<file path="config.mk">
export PLATFORM = sky130hd
export DESIGN_NAME = hpb_bridge
export DESIGN_NICKNAME = d
export VERILOG_FILES = /design/src/verilog/hpb_pkg.sv /design/src/verilog/hpb_pci_parity.sv /design/src/verilog/hpb_sideband.sv /design/src/verilog/hpb_bridge.sv
export SDC_FILE = /design/constraint.sdc
export NUM_CORES = 1
export LEC_CHECK = 0
export ABC_AREA = 1
export BUFFER_PORTS_ARGS = -buffer_cell sky130_fd_sc_hd__buf_2
export CELL_PAD_IN_SITES_DETAIL_PLACEMENT = 0
export CELL_PAD_IN_SITES_GLOBAL_PLACEMENT = 1
export CORE_MARGIN = 8
export CORE_UTILIZATION = 35
export DETAILED_ROUTE_END_ITERATION = 10
export GPL_TIMING_DRIVEN = 0
export PLACE_DENSITY = 0.74
export RECOVER_POWER = 100
export SLEW_MARGIN = 15
export SYNTH_ARGS = -nofsm -noshare
export SYNTH_HDL_FRONTEND = slang
export SYNTH_HIERARCHICAL = 1
export SYNTH_SLANG_ARGS = --single-unit
</file>
<file path="constraint.sdc">
create_clock -name sys_clk -period 1.6 [get_ports sys_clk]
set_input_delay 0.32 -clock sys_clk [delete_from_list [all_inputs] [get_ports sys_clk]]
set_output_delay 0.32 -clock sys_clk [all_outputs]
set_load 0.01 [all_outputs]
</file>
<file path="src/verilog/hpb_pkg.sv">
package hpb_pkg;

   // Host address parity groups, as bit numbers of the A[35:3] vector.
   localparam int AP1_HI = 35;
   localparam int AP1_LO = 24;
   localparam int AP0_HI = 23;
   localparam int AP0_LO = 3;

   // Second request cycle layout on the address lines.
   localparam int BE_LSB     = 8;
   localparam int ID_LSB     = 16;
   localparam int DEFER_EN   = 27;
   localparam int ATTR_LSB   = 28;

   localparam int          DATA_W     = 64;
   localparam int          ECC_W      = 8;
   localparam int          BYTES      = 8;
   localparam logic [2:0]  BEATS_LINE = 3'h4;
   localparam logic [2:0]  BEATS_ONE  = 3'h1;

   // Each check bit covers the data bits selected by its mask.
   localparam logic [63:0] ECC_MASK [ECC_W] = '{
      64'hff00_00ff_0f0f_3355, 64'h00ff_ff00_f0f0_55aa, 64'h0f0f_0f0f_ff00_aa33,
      64'hf0f0_f0f0_00ff_33cc, 64'h3333_cccc_3333_ccf0, 64'hcccc_3333_cccc_330f,
      64'h5555_aaaa_aa55_5a5a, 64'haaaa_5555_55aa_a5a5};

   function automatic logic [1:0] addr_parity(input logic [35:3] a);
      addr_parity = {^a[AP1_HI:AP1_LO], ^a[AP0_HI:AP0_LO]};
   endfunction

   function automatic logic req_parity(input logic [4:0] r, input logic strobe);
      req_parity = ^{r, strobe};
   endfunction

   function automatic logic [7:0] ecc_gen(input logic [63:0] d);
      logic [7:0] c;
      c = 8'h00;
      for (int i = 0; i < ECC_W; i++) begin
         c[i] = ^(d & ECC_MASK[i]);
      end
      ecc_gen = c;
   endfunction

   function automatic logic pci_parity(input logic [31:0] ad, input logic [3:0] cbe);
      pci_parity = ^{ad, cbe};
   endfunction

endpackage

</file>
<file path="src/verilog/hpb_pci_parity.sv">
`timescale 1ns/100ps
module hpb_pci_parity
   import hpb_pkg::*;
(
   input  wire logic        sys_clk,
   input  wire logic        rst_b,
   input  wire logic        clk_en,
   input  wire logic [31:0] ad_in,
   input  wire logic [3:0]  cbe_in,
   input  wire logic        par_in,
   input  wire logic        drive_phase,
   input  wire logic        check_phase,
   input  wire logic        addr_phase,
   input  wire logic        perr_en,
   input  wire logic        serr_addr_en,
   input  wire logic        serr_data_en,
   output logic             par_o,
   output logic             par_oe,
   output logic             perr_o,
   output logic             serr_o
);

   logic exp_par_q, chk_q, adr_q, bad;

   assign bad = chk_q & (par_in != exp_par_q);

   always_ff @(posedge sys_clk or negedge rst_b) begin
      if (!rst_b) begin
         exp_par_q <= 1'b0;
         chk_q     <= 1'b0;
         adr_q     <= 1'b0;
         par_o     <= 1'b0;
         par_oe    <= 1'b0;
         perr_o    <= 1'b0;
         serr_o    <= 1'b0;
      end else if (clk_en) begin
         exp_par_q <= pci_parity(ad_in, cbe_in);
         chk_q     <= check_phase;
         adr_q     <= addr_phase;
         par_o     <= pci_parity(ad_in, cbe_in);
         par_oe    <= drive_phase;
         perr_o    <= bad & ~adr_q & perr_en;
         serr_o    <= bad & (adr_q ? serr_addr_en : serr_data_en);
      end
   end
endmodule // hpb_pci_parity

</file>
<file path="src/verilog/hpb_sideband.sv">
`timescale 1ns/100ps
module hpb_sideband
   import hpb_pkg::*;
(
   input  wire logic sys_clk,
   input  wire logic rst_b,
   input  wire logic clk_en,
   input  wire logic buffer_flush_req,
   input  wire logic memory_access_req,
   input  wire logic posted_empty,
   input  wire logic all_empty,
   output logic      stop_posting,
   output logic      flush_all,
   output logic      guaranteed_latency_mode,
   output logic      memory_access_ack
);

   typedef enum logic [3:0] {
      SB_IDLE  = 4'b0001,
      SB_FLUSH = 4'b0010,
      SB_GAT   = 4'b0100,
      SB_ACK   = 4'b1000
   } hpb_sb_t;

   hpb_sb_t    st_q, st_d;
   logic [1:0] s1_q, s2_q;
   wire        flsh = s2_q[1];
   wire        mreq = s2_q[0];

   always_comb begin
      st_d = st_q;
      unique case (st_q)
         SB_IDLE: begin
            if (flsh && mreq) st_d = SB_GAT;
            else if (flsh) st_d = SB_FLUSH;
         end
         SB_FLUSH: begin
            if (!flsh) st_d = SB_IDLE;
            else if (posted_empty) st_d = SB_ACK;
         end
         SB_GAT: begin
            if (!mreq) st_d = SB_IDLE;
            else if (all_empty) st_d = SB_ACK;
         end
         SB_ACK: begin
            if (!flsh || (guaranteed_latency_mode && !mreq)) st_d = SB_IDLE;
         end
      endcase
   end

   always_ff @(posedge sys_clk or negedge rst_b) begin
      if (!rst_b) begin
         s1_q                    <= 2'h0;
         s2_q                    <= 2'h0;
         st_q                    <= SB_IDLE;
         stop_posting            <= 1'b0;
         flush_all               <= 1'b0;
         guaranteed_latency_mode <= 1'b0;
         memory_access_ack       <= 1'b0;
      end else if (clk_en) begin
         s1_q                    <= {buffer_flush_req, memory_access_req};
         s2_q                    <= s1_q;
         st_q                    <= st_d;
         stop_posting            <= (st_d != SB_IDLE);
         flush_all               <= (st_d == SB_GAT);
         guaranteed_latency_mode <= (st_d == SB_GAT) ||
                                    ((st_d == SB_ACK) && flsh && mreq);
         memory_access_ack       <= (st_d == SB_ACK);
      end
   end
endmodule // hpb_sideband

</file>
<file path="src/verilog/hpb_bridge.sv">
`timescale 1ns/100ps
module hpb_bridge
   import hpb_pkg::*;
(
   input  wire logic         sys_clk,
   input  wire logic         rst_b,
   input  wire logic         clk_en,
   input  wire logic         mreq_valid,
   input  wire logic [35:3]  mreq_addr,
   input  wire logic [4:0]   mreq_cmd,
   input  wire logic [4:0]   mreq_len,
   input  wire logic [7:0]   mreq_be,
   input  wire logic [7:0]   mreq_id,
   input  wire logic [3:0]   mreq_attr,
   input  wire logic         mreq_line,
   input  wire logic         mreq_write,
   input  wire logic [255:0] mreq_wline,
   output logic              mreq_ready,
   input  wire logic         host_trdy,
   output logic              host_req_oe,
   output logic              request_strobe,
   output logic [35:3]       host_addr_o,
   output logic [1:0]        addr_parity_bits,
   output logic [4:0]        host_req_o,
   output logic              request_parity_line,
   output logic              host_data_oe,
   output logic [63:0]       host_data_o,
   output logic [7:0]        data_check_bits,
   output logic              data_valid_line,
   output logic              data_hold_line,
   input  wire logic         host_strobe_in,
   input  wire logic [35:3]  host_addr_in,
   input  wire logic [1:0]   host_ap_in,
   input  wire logic [4:0]   host_req_in,
   input  wire logic         host_rp_in,
   input  wire logic         addr_error_line_en,
   input  wire logic         bus_error_line_en,
   output logic              addr_error_line,
   output logic              bus_error_line,
   input  wire logic         snoop_pci_target,
   input  wire logic         snoop_stall,
   output logic              snoop_hit_line,
   output logic              snoop_modified_line,
   input  wire logic         bus_reinit_line,
   output logic              pci_terminate,
   output logic              queue_reset,
   input  wire logic         cache_flush_cmd,
   output logic              cache_flush_out,
   input  wire logic         sysmgmt_ack_cycle,
   input  wire logic         sysmgmt_space_flag,
   output logic              sysmgmt_ack_out,
   input  wire logic         buffer_flush_req,
   input  wire logic         memory_access_req,
   input  wire logic         posted_empty,
   input  wire logic         all_empty,
   output logic              stop_posting,
   output logic              flush_all,
   output logic              guaranteed_latency_mode,
   output logic              memory_access_ack,
   input  wire logic [31:0]  pci_ad_in,
   input  wire logic [3:0]   pci_cbe_in,
   input  wire logic         pci_par_in,
   input  wire logic         pci_drive_phase,
   input  wire logic         pci_check_phase,
   input  wire logic         pci_addr_phase,
   input  wire logic         perr_en,
   input  wire logic         serr_addr_en,
   input  wire logic         serr_data_en,
   output logic              pci_par_o,
   output logic              pci_par_oe,
   output logic              pci_perr,
   output logic              pci_serr,
   input  wire logic         dual_bridge,
   input  wire logic         primary_bridge,
   input  wire logic         bridge_request_in,
   input  wire logic         bridge_grant_in,
   output logic              bridge_grant_line,
   output logic              bridge_grant_oe,
   output logic              bridge_request_out,
   output logic [1:0]        bridge_id
);

   typedef enum logic [3:0] {
      HS_IDLE = 4'b0001,
      HS_REQA = 4'b0010,
      HS_REQB = 4'b0100,
      HS_DATA = 4'b1000
   } hpb_hst_t;

   hpb_hst_t     st_q, st_d;
   logic [255:0] line_q;
   logic [2:0]   left_q;
   logic         write_q, line_mode_q, strap_done_q, rx_b_q;
   logic [7:0]   be_q, id_q;
   logic [3:0]   attr_q;
   logic [4:0]   len_q;
   logic [35:3]  attr_word;
   logic [63:0]  beat_data;

   // The secondary bridge issues only while granted; the primary stops while granting.
   wire host_owned = !dual_bridge || (primary_bridge ? !bridge_grant_line : bridge_grant_in);
   wire start      = mreq_valid && mreq_ready && host_owned;
   wire beat_go    = (st_q == HS_DATA) && host_trdy;
   wire last_beat  = (left_q == BEATS_ONE);

   // Second request cycle: byte enables, id and attributes; defer enable held low.
   always_comb begin
      attr_word                           = 33'h0;
      attr_word[BE_LSB +: BYTES]          = be_q;
      attr_word[ID_LSB +: 8]              = id_q;
      attr_word[ATTR_LSB +: 4]            = attr_q;
      attr_word[DEFER_EN]                 = 1'b0;
   end

   // Partial transfers zero the disabled bytes before the check bits are formed.
   always_comb begin
      beat_data = line_q[DATA_W-1:0];
      for (int b = 0; b < BYTES; b++) begin
         if (!line_mode_q && !be_q[b]) beat_data[b*8 +: 8] = 8'h00;
      end
   end

   always_comb begin
      st_d = st_q;
      unique case (st_q)
         HS_IDLE: if (start) st_d = HS_REQA;
         HS_REQA: st_d = HS_REQB;
         HS_REQB: st_d = write_q ? HS_DATA : HS_IDLE;
         HS_DATA: if (beat_go && last_beat) st_d = HS_IDLE;
      endcase
      if (bus_reinit_line) st_d = HS_IDLE;
   end

   always_ff @(posedge sys_clk or negedge rst_b) begin
      if (!rst_b) begin
         st_q        <= HS_IDLE;
         line_q      <= 256'h0;
         left_q      <= 3'h0;
         write_q     <= 1'b0;
         line_mode_q <= 1'b0;
         be_q        <= 8'h00;
         id_q        <= 8'h00;
         attr_q      <= 4'h0;
         len_q       <= 5'h00;
      end else if (clk_en) begin
         st_q <= st_d;
         if (start) begin
            line_q      <= mreq_wline;
            write_q     <= mreq_write;
            line_mode_q <= mreq_line;
            be_q        <= mreq_line ? 8'hff : mreq_be;
            id_q        <= mreq_id;
            attr_q      <= mreq_attr;
            len_q       <= mreq_len;
            left_q      <= mreq_line ? BEATS_LINE : BEATS_ONE;
         end else if (beat_go) begin
            line_q <= {64'h0, line_q[255:DATA_W]};
            left_q <= left_q - 3'h1;
         end
      end
   end

   // Request group pins, both request cycles.
   always_ff @(posedge sys_clk or negedge rst_b) begin
      if (!rst_b) begin
         host_req_oe         <= 1'b0;
         request_strobe      <= 1'b0;
         host_addr_o         <= 33'h0;
         addr_parity_bits    <= 2'h0;
         host_req_o          <= 5'h00;
         request_parity_line <= 1'b0;
         mreq_ready          <= 1'b0;
      end else if (clk_en) begin
         mreq_ready  <= (st_d == HS_IDLE) && !flush_all && !bus_reinit_line;
         host_req_oe <= (st_d == HS_REQA) || (st_d == HS_REQB);
         if (st_d == HS_REQA) begin
            request_strobe      <= 1'b1;
            host_addr_o         <= mreq_addr;
            addr_parity_bits    <= addr_parity(mreq_addr);
            host_req_o          <= mreq_cmd;
            request_parity_line <= req_parity(mreq_cmd, 1'b1);
         end else if (st_d == HS_REQB) begin
            request_strobe      <= 1'b0;
            host_addr_o         <= attr_word;
            addr_parity_bits    <= addr_parity(attr_word);
            host_req_o          <= len_q;
            request_parity_line <= req_parity(len_q, 1'b0);
         end else begin
            request_strobe      <= 1'b0;
         end
      end
   end

   // Data group pins.
   always_ff @(posedge sys_clk or negedge rst_b) begin
      if (!rst_b) begin
         host_data_oe    <= 1'b0;
         host_data_o     <= 64'h0;
         data_check_bits <= 8'h00;
         data_valid_line <= 1'b0;
         data_hold_line  <= 1'b0;
      end else if (clk_en) begin
         host_data_oe    <= beat_go;
         host_data_o     <= beat_data;
         data_check_bits <= ecc_gen(beat_data);
         data_valid_line <= beat_go;
         data_hold_line  <= beat_go && !last_beat;
      end
   end

   // Checking of requests seen on the host bus, in both request cycles.
   wire ap_bad = (addr_parity(host_addr_in) != host_ap_in);
   wire rp_bad = (req_parity(host_req_in, host_strobe_in) != host_rp_in);

   always_ff @(posedge sys_clk or negedge rst_b) begin
      if (!rst_b) begin
         rx_b_q              <= 1'b0;
         addr_error_line     <= 1'b0;
         bus_error_line      <= 1'b0;
         snoop_hit_line      <= 1'b0;
         snoop_modified_line <= 1'b0;
         pci_terminate       <= 1'b0;
         queue_reset         <= 1'b0;
         cache_flush_out     <= 1'b0;
         sysmgmt_ack_out     <= 1'b0;
      end else if (clk_en) begin
         rx_b_q              <= host_strobe_in;
         addr_error_line     <= addr_error_line_en && (host_strobe_in || rx_b_q) && (ap_bad || rp_bad);
         bus_error_line      <= bus_error_line_en && host_strobe_in && rx_b_q;
         snoop_hit_line      <= snoop_pci_target && snoop_stall;
         snoop_modified_line <= snoop_pci_target && snoop_stall;
         pci_terminate       <= bus_reinit_line;
         queue_reset         <= bus_reinit_line;
         cache_flush_out     <= cache_flush_cmd;
         if (sysmgmt_ack_cycle) begin
            sysmgmt_ack_out <= sysmgmt_space_flag;
         end
      end
   end

   // Bridge arbitration and the reset strap.
   always_ff @(posedge sys_clk or negedge rst_b) begin
      if (!rst_b) begin
         strap_done_q       <= 1'b0;
         bridge_id          <= 2'h0;
         bridge_grant_line  <= 1'b0;
         bridge_grant_oe    <= 1'b0;
         bridge_request_out <= 1'b0;
      end else if (clk_en) begin
         if (!strap_done_q) begin
            strap_done_q <= 1'b1;
            bridge_id    <= {bridge_grant_in, bridge_request_in};
         end
         bridge_grant_oe    <= strap_done_q && dual_bridge && primary_bridge;
         bridge_grant_line  <= strap_done_q && dual_bridge && primary_bridge &&
                               bridge_request_in && (st_d == HS_IDLE);
         bridge_request_out <= strap_done_q && dual_bridge && !primary_bridge &&
                               mreq_valid;
      end
   end

   hpb_sideband u_sideband (
      .sys_clk                 (sys_clk),
      .rst_b                   (rst_b),
      .clk_en                  (clk_en),
      .buffer_flush_req        (buffer_flush_req),
      .memory_access_req       (memory_access_req),
      .posted_empty            (posted_empty),
      .all_empty               (all_empty),
      .stop_posting            (stop_posting),
      .flush_all               (flush_all),
      .guaranteed_latency_mode (guaranteed_latency_mode),
      .memory_access_ack       (memory_access_ack)
   );

   hpb_pci_parity u_pci_parity (
      .sys_clk      (sys_clk),
      .rst_b        (rst_b),
      .clk_en       (clk_en),
      .ad_in        (pci_ad_in),
      .cbe_in       (pci_cbe_in),
      .par_in       (pci_par_in),
      .drive_phase  (pci_drive_phase),
      .check_phase  (pci_check_phase),
      .addr_phase   (pci_addr_phase),
      .perr_en      (perr_en),
      .serr_addr_en (serr_addr_en),
      .serr_data_en (serr_data_en),
      .par_o        (pci_par_o),
      .par_oe       (pci_par_oe),
      .perr_o       (pci_perr),
      .serr_o       (pci_serr)
   );
endmodule // hpb_bridge

</file>
==> summary.txt <==
Cells and area
  • Layout Nets: just over 5000
  • Design area: 39800 sq um
  • Layout cells sized above 1: 27.4%
  • Area growth syn-to-layout: 57.9%
  • Cell Count, Final, Fillers Out: 5759

Die
  • Die Y: 284 microns
  • Ports: 567
  • Core region area: 71500 sq um
  • Total die area: 80900 sq um
  • Rows: around 100
  • Width of the die: 284 microns
  • Starting Density: 35.3%

Drt
  • DRT met1 WL: 49.3 mm
  • Met3 WL: 5.13 mm
  • Max Used Layer: met5
  • Starting DRT DRC Count: roughly 1900
  • DR WL/cell: between 15 and 20 microns
  • Post-route ant nets: 0
  • # DRC: 0
  • Met2 Routed Length: approximately 55 mm
  • DRT Pass-1 Iters: 6
  • Via count: between 20000 and 30000
  • Post-Route WL: about 110 mm
  • Vias/cell: between 4 and 5

Yosys
  • Ys async rst share: 100%
  • Syn Nets: a little over 4000
  • Synthesized area: 25200 sq um
  • Post-synth top area share: about 43%
  • Avg Cell Area, Syn: 6.78 sq um
  • Unique masters post-synth: 43
  • Sequential cell area fraction in the yosys report: approximately 44%
  • Dominant synthesized flop cell: dfrtp_1
  • EDFF count, synth: 0
  • Post-Syn Instances: between 3000 and 4000
  • Synth Warn #: 6
  • Top cells by area, synth: dfrtp_1 43%, nand2_1 26%, nand3_1 4.9%, a31oi_1 4.8%, nor2_1 4.7%
  • Synth Register Bits: 439
  • Leading area contributor after synthesis: dfrtp_1

Worst setup path
  • Flop2flop setup slack: -0.48 ns
  • CP Max Fanout: 6
  • R2R depth: 15
  • Crit path DAT: ~2.6 ns
  • CP Cell Sequence: inv_1 > ha_1 > nand2_2 > o21ai_1 > nand3_1 > nand3_2 > nand2_4 > nor2_8 > buf_12 > buf_8 > inv_8 > nand2_4 > nand2_2 > nand2_2 > nand2_1
  • Critical path destination: addr_parity_bits[0]
  • Cell family with most CP delay: simple AND/OR/NAND/NOR gates
  • FF-to-FF Start: left_q[1]
  • Reg2Reg Capture Point: addr_parity_bits[0]
  • CP endpoint kind: flip-flop
  • CP required: roughly 2.1 ns
  • CP max-delay cell: dfrtp_1
  • CP Depth: 15
  • Crit Path Class: reg -> reg
  • Critical path buffers and inverters: 4
  • Crit. Startpoint: left_q[1]
  • Element type at the critical path start: flip-flop
  • CP max stage delay: between 0.3 and 0.4 ns
  • Critical path's most frequent cell: nand2_2

GRT
  • First-pass GRT wire length: 166 mm
  • Grt ovf: 0
  • Antenna violations before repair: 14
  • Vias in the first global route: about 28000
  • Largest net degree at the start of global routing: between 100 and 150
  • Tot GR Track Use: 26.2%

Clock network
  • Worst skew pair latency: 0.62 ns
  • Clock root buffer: clkbuf_16
  • H-tree levels: 2
  • TritonCTS clock tree: built
  • Clock Tree Buf Depth: 3
  • Clk sinks: 439
  • Post-CTS Hold Fix Bufs: 281
  • CTS buffer count: 52
  • Clk slew on worst S/H paths: 0.06 ns

Min path
  • Worst min path class: in -> reg

Place
  • Post-Place Cell Area: 29700 sq um
  • GPL Wtd Cong: roughly 0.90
  • Final HPWL DP: 83.2 mm
  • Dpl cells: 5241
  • Port Buf Inserts: between 500 and 600
  • Dpl ws: -1.87 ns

Pwr
  • Power Total: 69800 uW
  • LEAKAGE: 0.0199 uW
  • Max VDD drop: 0.00104 V
  • Cell Pwr Density: 1750 nW/um^2

Status
  • Status: complete, but fails checks
  • Violated checks: negative setup slack

Run
  • Number of max-cap violations: 0

Timing
  • RSZ-0062 raised after global routing: yes
  • Hold Worst Slack: 0.00635 ns
  • Final hold violations: 0
  • Fmax: 480 MHz
  • Final worst setup slack: -0.484 ns
  • Tmin final: 2.08 ns
  • Setup Viol. Count Final: 404
  • Clock Skews: 0.0216 ns
  • Max_slew headroom: 12.8%
  • Final period utilization: 130%
  • Slew @ Worst Pin: 1.31 ns
  • Max-slew violation count: 0
[flip-flops by register name, summed over array words and instances, names as in the netlist, 2 cells and up]
register,cells
line_q,256
host_data_o,64
host_addr_o,33
be_q,8
data_check_bits,8
id_q,8
host_req_o,5
len_q,5
attr_q,4
st_q,4
u_sideband/st_q,4
left_q,3
addr_parity_bits,2
bridge_id,2
u_sideband/s1_q,2
u_sideband/s2_q,2
[area by class of cell]
class,instances,area (sq um)
Tap cell,950,1190
Clock buffer,78,1520
Timing Repair inverter,1,20.0
Sequential cell,439,11000
Timing Repair Buffer,979,7790
Fill cell,6803,31700
Multi-Input combinational cell,2855,14900
Clock inverter,17,285
Buffer,165,2040
Antenna cell,13,32.5
Inverter,262,1020
[how the worst min path moves through the flow]
stage / start / endpoint / slack, ns / cells after the start
floorplan: rst_b / addr_error_line / 0.02 / 0
global placement: cache_flush_out / cache_flush_out / 0.45 / 2
detailed placement: rst_b / host_addr_o[30] / 0.39 / 1
CTS: rst_b / host_addr_o[30] / -0.25 / 1
global route: mreq_wline[133] / line_q[133] / 0.009 / 3
finish: mreq_wline[133] / line_q[133] / 0.006 / 3
[per-layer routing]
layer | track usage (%) | vias to the layer above
li1 | - | 13900
met1 | 34.4 | 13400
met2 | 44.1 | 807
met3 | 3.29 | 199
met4 | 9.49 | 2
met5 | 0 | -
[cell usage after synthesis, types with 10 or more instances]
library cell,instances
nand2_1,1715
dfrtp_1,437
nor2_1,318
nand3_1,246
inv_1,240
a31oi_1,194
o21ai_0,136
clkbuf_1,95
a21oi_1,56
xnor2_1,52
buf_2,43
xor2_1,36
inv_2,20
nand2_2,18
buf_1,15
o21ai_1,15
o31ai_1,14
buf_4,11
nor2_2,11
nor3_1,10
[worst min-delay path, delay by kind of cell]
kind / cells / cell delay [ns]
compound gates: 1 / 0.07
buf+inv: 1 / 0.11
simple gates: 1 / 0.07
[logic make-up (layout without fill, tap and decap cells)]
family          Yosys count  count (layout)  share of synthesized area, %
fa+ha+maj                 2               2                        0.0992
xor+xnor                 88              88                          3.05
other cells               0              13                             0
flops                   439             439                          43.6
mux                       4               4                         0.179
compound gates          420             420                          9.50
buf+inv                 431            1502                          6.91
simple gates           2338            2341                          36.7
[layout by cell type (no fill, tap or decap), drive strengths merged]
cell	n
nand2	1737
buf	604
dfrtp	437
clkbuf	336
nor2	332
dlygate4sd3	281
inv	265
nand3	247
a31oi	194
o21ai	151
a21oi	57
xnor2	52
xor2	36
o31ai	14
diode	13
nor3	10
nand4	8
bufinv	7
clkinv	7
mux2	4
nand3b	3
or2	2
ha	2
dfstp	2
o211ai	1
and2	1
nand2b	1
o211a	1
a21o	1
clkinvlp	1
bufbuf	1
o41ai	1
[per-stage QoR]
| step | util, % | setup TNS (ns) |
|---|---|---|
| detailed placement | 41.6 | -474.62 |
| global placement | 41.4 | -4372.33 |
| global route | 55.7 | -157.18 |
| finish | 55.7 | -95.98 |
| CTS | 52.9 | -92.03 |
| floorplan | - | -7.82 |
[power breakdown]
group	internal (uW)	switching (uW)	leakage, uW	total [uW]
registers	15800	5310	0.00516	21100
clock network	7670	5060	0.000883	12700
logic	14300	21600	0.0139	35900
[timing repair]
action,4_1_cts,5_1_grt
cloned,41,23
endpoints found under the setup margin,412,396
endpoints found under the hold margin,357,79
buffers inserted,61,16
gates resized for setup,526,483
pin swaps,52,91
Note: power is estimated with default switching activity, not from simulation.
